**src/hw/wwd_cfg.svh**
```systemverilog
// Purpose: Offsets, field positions, reset values and timing counts of the windowed watchdog
// Assumes: Included by bare name from the design and the bench
// Notes: Register index times four gives the byte address on the bus
`ifndef WWD_CFG_SVH
`define WWD_CFG_SVH

`define WWD_IDX_CTRL 3'h0
`define WWD_IDX_STATUS 3'h1
`define WWD_IDX_IRQSTAT 3'h2
`define WWD_IDX_IRQMASK 3'h3
`define WWD_IDX_KEY 3'h4

`define WWD_PERIOD_LSB 0
`define WWD_WINDOW_LSB 4
`define WWD_LOCK_BIT 7
`define WWD_BUSY_BIT 0

`define WWD_CTRL_RST 8'h00
`define WWD_STATUS_RST 8'h00
`define WWD_KEY_VALUE 8'h9d

`define WWD_EV_SYNC 0
`define WWD_EV_TIMEOUT 1
`define WWD_EV_EARLY 2
`define WWD_EV_NUM 3

`define WWD_CLK_HZ 100000000
`define WWD_OSC_HZ 1000
`define WWD_TICK_DIV (`WWD_CLK_HZ / `WWD_OSC_HZ)
`define WWD_SYNC_TICKS 2'h2
`define WWD_CODE_MAX 4'hb

`endif

```
**src/hw/wwd_pkg.sv**
```systemverilog
// Purpose: Types shared by the windowed watchdog
// Assumes: Nothing beyond the constants header
// Notes: States of the watchdog-side counter
package wwd_pkg;
    typedef enum logic [1:0] {
        WWD_OFF,
        WWD_OPEN,
        WWD_CLOSED
    } wwd_state_t;
endpackage

```
**src/hw/wwd_watchdog.sv**
```systemverilog
// Purpose: Windowed watchdog with control/status registers on a classic Wishbone slave
// Assumes: One clock mclk at 100 MHz; oscillator domain modelled by a tick divider
// Notes: Registers at index*4: control, status, irq status, irq mask, protection key
// Summary of operation
// Nonzero period code enables, doubling 8..8192 ticks
// In window mode period sets open interval
// Nonzero window code sets closed interval length
// Lock makes control read-only
// Lock set by one, cleared only in debug
// Nonzero period at boot end sets lock
// Control write sets sync busy flag
// Busy clears when transfer completes; read-only
// Lock writes need key; busy unprotected
// Control reset value from boot fuse
// No restart before timeout causes reset
// Restart in closed interval causes reset
// Software must not write control while busy
// Codes 0xC..0xF reserved, undefined
// Control write needs key written just before
`timescale 1ns/1ps
`include "wwd_cfg.svh"
`default_nettype none

module wwd_watchdog #(
    parameter int TICK_DIV = `WWD_TICK_DIV
) (
    input wire logic mclk,
    input wire logic nrst,
    input wire logic cyc_i,
    input wire logic stb_i,
    input wire logic we_i,
    input wire logic [7:0] adr_i,
    input wire logic [3:0] sel_i,
    input wire logic [31:0] dat_i,
    output logic [31:0] dat_o,
    output logic ack_o,
    input wire logic [7:0] bootFuse,
    input wire logic bootDone,
    input wire logic dbgMode,
    input wire logic restartReq,
    output logic wdtResetReq,
    output logic irq
);
    logic [2:0] regIdx;
    logic access;
    logic wrAcc;
    logic keyArmed;
    logic fuseLoaded;
    logic bootDoneQ;
    logic [7:0] ctrl;
    logic lock;
    logic sync_pending_flag;
    logic [1:0] syncTicks;
    logic [7:0] wdtCtrl;
    logic [31:0] tickCnt;
    logic tick;
    logic rstPend;
    wwd_pkg::wwd_state_t state;
    logic [13:0] cnt;
    logic [13:0] periodLen;
    logic [13:0] windowLen;
    logic [3:0] periodCode;
    logic [3:0] windowCode;
    logic ctrlWr;
    logic ctrlTry;
    logic lockWr;
    logic autoLock;
    logic syncDone;
    logic evTimeout;
    logic evEarly;
    logic [`WWD_EV_NUM-1:0] events;
    logic [`WWD_EV_NUM-1:0] irqStat;
    logic [`WWD_EV_NUM-1:0] irqMask;

    // Reserved codes fall back to the longest length
    function automatic logic [13:0] codeLen(input logic [3:0] code);
        logic [13:0] len;
        len = 14'h2000;
        if (code != 4'h0 && code <= `WWD_CODE_MAX)
        begin
            len = 14'h0008 << (code - 4'h1);
        end
        return len;
    endfunction

    // Effects happen on the edge where ack is sampled high
    assign regIdx = adr_i[4:2];
    assign access = cyc_i && stb_i && ack_o;
    assign wrAcc = access && we_i && sel_i[0];
    assign ctrlTry = wrAcc && regIdx == `WWD_IDX_CTRL;
    assign ctrlWr = ctrlTry && keyArmed && !lock && fuseLoaded;
    assign lockWr = wrAcc && regIdx == `WWD_IDX_STATUS && keyArmed;
    assign autoLock = bootDone && !bootDoneQ && ctrl[`WWD_PERIOD_LSB +: 4] != 4'h0;

    always_ff @(posedge mclk or negedge nrst)
    begin
        if (!nrst)
        begin
            ack_o <= 1'b0;
        end
        else
        begin
            ack_o <= cyc_i && stb_i && !ack_o;
        end
    end

    always_ff @(posedge mclk or negedge nrst)
    begin
        if (!nrst)
        begin
            dat_o <= 32'h0000_0000;
        end
        else if (cyc_i && stb_i && !ack_o)
        begin
            unique case (regIdx)
                `WWD_IDX_CTRL: dat_o <= {24'h000000, ctrl};
                `WWD_IDX_STATUS: dat_o <= {24'h000000, lock, 6'h00, sync_pending_flag};
                `WWD_IDX_IRQSTAT: dat_o <= {29'h0000_0000, irqStat};
                `WWD_IDX_IRQMASK: dat_o <= {29'h0000_0000, irqMask};
                default: dat_o <= 32'h0000_0000;
            endcase
        end
    end

    // Key arms exactly the next write; any other write disarms it
    always_ff @(posedge mclk or negedge nrst)
    begin
        if (!nrst)
        begin
            keyArmed <= 1'b0;
        end
        else if (wrAcc)
        begin
            keyArmed <= regIdx == `WWD_IDX_KEY && dat_i[7:0] == `WWD_KEY_VALUE;
        end
    end

    // Fuse value is caught by a clocked load after reset release
    always_ff @(posedge mclk or negedge nrst)
    begin
        if (!nrst)
        begin
            ctrl <= `WWD_CTRL_RST;
            fuseLoaded <= 1'b0;
        end
        else if (!fuseLoaded)
        begin
            ctrl <= bootFuse;
            fuseLoaded <= 1'b1;
        end
        else if (ctrlWr)
        begin
            ctrl <= dat_i[7:0];
        end
    end

    always_ff @(posedge mclk or negedge nrst)
    begin
        if (!nrst)
        begin
            lock <= 1'b0;
            bootDoneQ <= 1'b0;
        end
        else
        begin
            bootDoneQ <= bootDone;
            if (autoLock || (lockWr && dat_i[`WWD_LOCK_BIT]))
            begin
                lock <= 1'b1;
            end
            else if (lockWr && dbgMode)
            begin
                lock <= 1'b0;
            end
        end
    end

    // Oscillator tick stands in for the slow watchdog clock
    assign tick = tickCnt == 32'(TICK_DIV - 1);

    always_ff @(posedge mclk or negedge nrst)
    begin
        if (!nrst)
        begin
            tickCnt <= 32'h0000_0000;
        end
        else
        begin
            tickCnt <= tick ? 32'h0000_0000 : tickCnt + 32'h0000_0001;
        end
    end

    assign syncDone = sync_pending_flag && tick && syncTicks == `WWD_SYNC_TICKS - 2'h1 && !ctrlWr;

    // Busy stays set until two ticks pass; a new write restarts the transfer
    always_ff @(posedge mclk or negedge nrst)
    begin
        if (!nrst)
        begin
            sync_pending_flag <= 1'b0;
            syncTicks <= 2'h0;
            wdtCtrl <= `WWD_CTRL_RST;
        end
        else if (ctrlWr || (!fuseLoaded))
        begin
            sync_pending_flag <= 1'b1;
            syncTicks <= 2'h0;
        end
        else if (syncDone)
        begin
            sync_pending_flag <= 1'b0;
            wdtCtrl <= ctrl;
        end
        else if (sync_pending_flag && tick)
        begin
            syncTicks <= syncTicks + 2'h1;
        end
    end

    // A second restart while one awaits its tick is dropped
    always_ff @(posedge mclk or negedge nrst)
    begin
        if (!nrst)
        begin
            rstPend <= 1'b0;
        end
        else if (restartReq)
        begin
            rstPend <= 1'b1;
        end
        else if (tick)
        begin
            rstPend <= 1'b0;
        end
    end

    assign periodCode = wdtCtrl[`WWD_PERIOD_LSB +: 4];
    assign windowCode = wdtCtrl[`WWD_WINDOW_LSB +: 4];
    assign periodLen = codeLen(periodCode);
    assign windowLen = codeLen(windowCode);
    assign evTimeout = tick && state == wwd_pkg::WWD_OPEN && !rstPend
        && periodCode != 4'h0 && cnt + 14'h1 >= periodLen;
    assign evEarly = tick && state == wwd_pkg::WWD_CLOSED && rstPend && periodCode != 4'h0;

    always_ff @(posedge mclk or negedge nrst)
    begin
        if (!nrst)
        begin
            state <= wwd_pkg::WWD_OFF;
            cnt <= 14'h0000;
        end
        else if (tick)
        begin
            if (periodCode == 4'h0)
            begin
                state <= wwd_pkg::WWD_OFF;
                cnt <= 14'h0000;
            end
            else
            begin
                unique case (state)
                    wwd_pkg::WWD_OFF:
                    begin
                        state <= wwd_pkg::WWD_OPEN;
                        cnt <= 14'h0000;
                    end
                    wwd_pkg::WWD_OPEN:
                    begin
                        if (rstPend)
                        begin
                            // Closed interval only starts after a restart
                            state <= windowCode != 4'h0 ? wwd_pkg::WWD_CLOSED
                                : wwd_pkg::WWD_OPEN;
                            cnt <= 14'h0000;
                        end
                        else
                        begin
                            cnt <= evTimeout ? 14'h0000 : cnt + 14'h1;
                        end
                    end
                    wwd_pkg::WWD_CLOSED:
                    begin
                        if (rstPend || cnt + 14'h1 >= windowLen)
                        begin
                            state <= wwd_pkg::WWD_OPEN;
                            cnt <= 14'h0000;
                        end
                        else
                        begin
                            cnt <= cnt + 14'h1;
                        end
                    end
                endcase
            end
        end
    end

    always_ff @(posedge mclk or negedge nrst)
    begin
        if (!nrst)
        begin
            wdtResetReq <= 1'b0;
        end
        else
        begin
            wdtResetReq <= evTimeout || evEarly;
        end
    end

    assign events = {evEarly, evTimeout, syncDone};

    // Set wins over a same-cycle write-one clear
    always_ff @(posedge mclk or negedge nrst)
    begin
        if (!nrst)
        begin
            irqStat <= 3'h0;
            irqMask <= 3'h0;
        end
        else
        begin
            if (wrAcc && regIdx == `WWD_IDX_IRQSTAT)
            begin
                irqStat <= (irqStat & ~dat_i[`WWD_EV_NUM-1:0]) | events;
            end
            else
            begin
                irqStat <= irqStat | events;
            end
            if (wrAcc && regIdx == `WWD_IDX_IRQMASK)
            begin
                irqMask <= dat_i[`WWD_EV_NUM-1:0];
            end
        end
    end

    assign irq = |(irqStat & irqMask);
endmodule

`default_nettype wire

```
**config.mk**
```make
export PLATFORM = sky130hd
export DESIGN_NAME = wwd_watchdog
export DESIGN_NICKNAME = d
export VERILOG_FILES = /design/src/hw/wwd_pkg.sv /design/src/hw/wwd_watchdog.sv
export VERILOG_INCLUDE_DIRS = /design/src /design/src/hw
export SDC_FILE = /design/constraint.sdc
export NUM_CORES = 1
export LEC_CHECK = 0
export ABC_CLOCK_PERIOD_IN_PS = 3580
export BUFFER_PORTS_ARGS = -buffer_cell sky130_fd_sc_hd__clkbuf_2
export CAP_MARGIN = 20
export CORE_MARGIN = 1.5
export CORE_UTILIZATION = 51
export CTS_CLUSTER_SIZE = 12
export DETAILED_ROUTE_END_ITERATION = 8
export GPL_ROUTABILITY_DRIVEN = 0
export PLACE_DENSITY = 0.84
export SYNTH_ARGS = -nofsm -noshare
export SYNTH_HDL_FRONTEND = slang
export SYNTH_SLANG_ARGS = --single-unit
export TNS_END_PERCENT = 10
```
**constraint.sdc**
```tcl
create_clock -name mclk -period 3.58 [get_ports mclk]
set_clock_uncertainty 0.1 [all_clocks]
set_input_delay 0 -clock mclk [delete_from_list [all_inputs] [get_ports mclk]]
set_output_delay 0 -clock mclk [all_outputs]
set_load 0.01 [all_outputs]
```
==> results.json <==
{
  "max_freq_mhz": 294.9,
  "crit_fanout": 6,
  "hold_viol": 0,
  "grt_pass1_wl_um": 19870,
  "h-tree-depth": 3,
  "antenna_found_initial": 0,
  "path_clk_slew_ps": 110,
  "syn_inst": 535,
  "period_minus_slack_ps": 3392,
  "pin_count": 95,
  "track_usage_pct": 24.35,
  "diodes": 0,
  "r2r_cells": 12,
  "synthFlopType": "dfrtp_1",
  "portBuffers": 38,
  "crit_chain": "and4_1 -> nand4_1 -> nor2_2 -> xor2_2 -> ha_1 -> and3_1 -> a31oi_4 -> nor4bb_4 -> o31ai_4 -> buf_2 -> buf_4 -> o31ai_1",
  "crit_family": "simple AND/OR/NAND/NOR gates",
  "critPathBufInv": 2,
  "clk_latency_ps": 380,
  "cts_sinks": 88,
  "drt_iter0_markers": 199,
  "grt-ovfl-total": 0,
  "synth_seq_cells": 88,
  "ys_top_cells_by_count": "dfrtp_1, nand2_1, nor2_1",
  "rows": 36,
  "max_stage_delay_ps": 430,
  "grt_pass1_vias": 4154,
  "critPathKind": "flip-flop to flip-flop",
  "numCtsBuffers": 9,
  "required_ps": 3760,
  "core_area_um2": 9729,
  "synth_area_leaders": "dfrtp_1, ha_1, xnor2_1",
  "cts_max_path_buffers": 2,
  "max_slew_margin_pct": 45.35,
  "design.die.area_um2": 10620,
  "dr.pass1.iters": 5,
  "r2r-start": "cnt[3]",
  "hold_end": "keyArmed",
  "endpoint_kind": "flip-flop",
  "num_vias": 4182,
  "die_h_um": 103.0,
  "wl_per_cell_um": 16.38,
  "yosysTopAreaCell": "dfrtp_1",
  "hpwl_um": 7906,
  "powerDensity_nw_per_um2": 322.2,
  "yosys_warnings": 0,
  "clockRootBuffer": "clkbuf_8",
  "vdd_drop_max_uv": 222.4,
  "cts_tree": "built",
  "setup-violations-final": 0,
  "area_growth_pct": 16.84,
  "hp-start": "dat_i[4]",
  "vias_per_cell": 5.629,
  "run_status": "finished, final reports clean",
  "cap_violations": 0,
  "rr_endpoint": "cnt[0]",
  "r2r_slack_ps": 190,
  "synth_top_area_share_pct": 43.15,
  "routed_wl_um": 12170,
  "detail-route-antenna-nets": 0,
  "min_period_over_period_pct": 94.74,
  "startpoint_type": "flip-flop",
  "async_reset_ff_share_pct": 100.0,
  "grt_max_degree": 65,
  "p_leak_nw": 2.775,
  "crit_slowest_cell": "dfrtp_1",
  "hold_class": "input pin to flip-flop",
  "die_x_um": 103.0,
  "slew_violations": 0,
  "holdPathStages": 4,
  "syn_area_per_cell_um2": 9.540,
  "fin_setup_tns_ps": 0,
  "drc": 0,
  "initial_utilization_pct": 52.46,
  "synth_edf_count": 0,
  "critPathArrivalTime_ps": 3580,
  "power_mw": 1.921,
  "fin_nets": 692,
  "worst_pin_slew_ps": 819.7,
  "drive_above_1_share_pct": 16.39,
  "yosysSeqAreaShare_pct": 43.15,
  "syn-cell-area_um2": 5104,
  "synth_most_common_cell": "dfrtp_1",
  "synthDistinctLibCells": 52
}
## registers in the layout, indices dropped and copies added, names as in the netlist
register and cells:
irqMask 3, wdtResetReq 1, ack_o 1, state 2, irqStat 3, rstPend 1, ctrl 8, tickCnt 32
wdtCtrl 8, cnt 14, lock 1, bootDoneQ 1, syncTicks 2, fuseLoaded 1, sync_pending_flag 1, keyArmed 1
dat_o 8
## layout by cell type (no fill, tap or decap), types with 7 or more instances in the layout
cell type and n:
nand3_1 27, dlygate4sd3_1 24, conb_1 25, nor2b_1 10, nand4_1 13, inv_1 20
xnor2_1 26, and3_1 8, clkbuf_2 37, nor4_1 12, nor2_1 43, o21ai_0 20
ha_1 26, clkbuf_8 9, mux2_2 10, nand2b_1 7, nor3_1 8, dfrtp_1 88
xor2_1 12, nand2_1 57, a22o_1 14, a21oi_1 21, buf_4 12
## worst max-delay path by stage
stage | from | to | slack [ps] | cells past startpoint
after floorplan | cnt[0] | cnt[7] | 250 | 15
after global placement | cnt[0] | cnt[6] | 270 | 16
after detailed placement | cnt[0] | cnt[7] | 130 | 16
after CTS | cnt[0] | cnt[7] | 90 | 16
after global routing | cnt[2] | cnt[1] | -40 | 12
final | cnt[3] | cnt[0] | 190 | 12
## routing by layer
metal / vias to the layer above / share of wire (%) / track usage, %
met5: - / 0 / 0
met2: 106 / 51 / 40.79
li1: 1975 / - / -
met1: 2072 / 42 / 31.18
met4: 0 / 2.8 / 10.91
met3: 29 / 3.9 / 3.932
## where the power goes
group / internal, mW / switching [mW]
registers: 1.01 / 0.0243
logic: 0.0614 / 0.0784
clock network: 0.339 / 0.404
total: 1.41 / 0.506
## what timing repair did
item | 4_1_cts | 5_1_grt
setup endpoints to repair | 0 | 16
buffers inserted | 0 | 4
hold buffers | 24 | 0
resized for setup | 0 | 22
hold endpoints to repair | 84 | 0
## layout make-up
cell class | instances | area (µm²)
clock inverter | 7 | 87.58
fill | 782 | 3766
inverter | 20 | 75.07
multi-input combinational | 411 | 2776
tap | 133 | 166.4
timing repair buffer | 75 | 531.8
clock buffer | 9 | 123.9
sequential | 88 | 2202
## cells by family (layout without fill, tap and decap cells)
family                     after synthesis  count (layout)  synth area share [%]
muxes                                   17              17                 3.849
other                                    2              25                0.1471
and+or+nand+nor                        216             216                 21.75
AOI/OAI and AO/OA                       84              84                 10.93
buffers and inverters                   59             111                 6.349
DFF                                     88              88                 43.15
adders and majority gates               27              27                 6.619
xor gates and xnor gates                42              42                 7.208
## worst min-delay path, stage by stage
cell,delay (ps)
clkbuf_2,90
nand3b_1,80
nor4_1,50
mux2_2,260
## metrics by stage
stage | setup slack, ps | area [µm²] | cells | hold WS, ps | utilization, %
6_report | 188.4 | 5963 | 743 | 26.21 | 61.29
5_1_grt | -39.01 | 5963 | 743 | 24.25 | 61.29
4_1_cts | 88.11 | 5818 | 738 | 23.38 | 59.80
3_5_place_dp | 134.1 | 5366 | 698 | 33.93 | 55.16
3_3_place_gp | 266.5 | 5366 | 698 | 31.89 | 55.16
2_1_floorplan | 254.3 | 5190 | 558 | -395.6 | -
No activity file was read; power rests on OpenSTA's default activity.
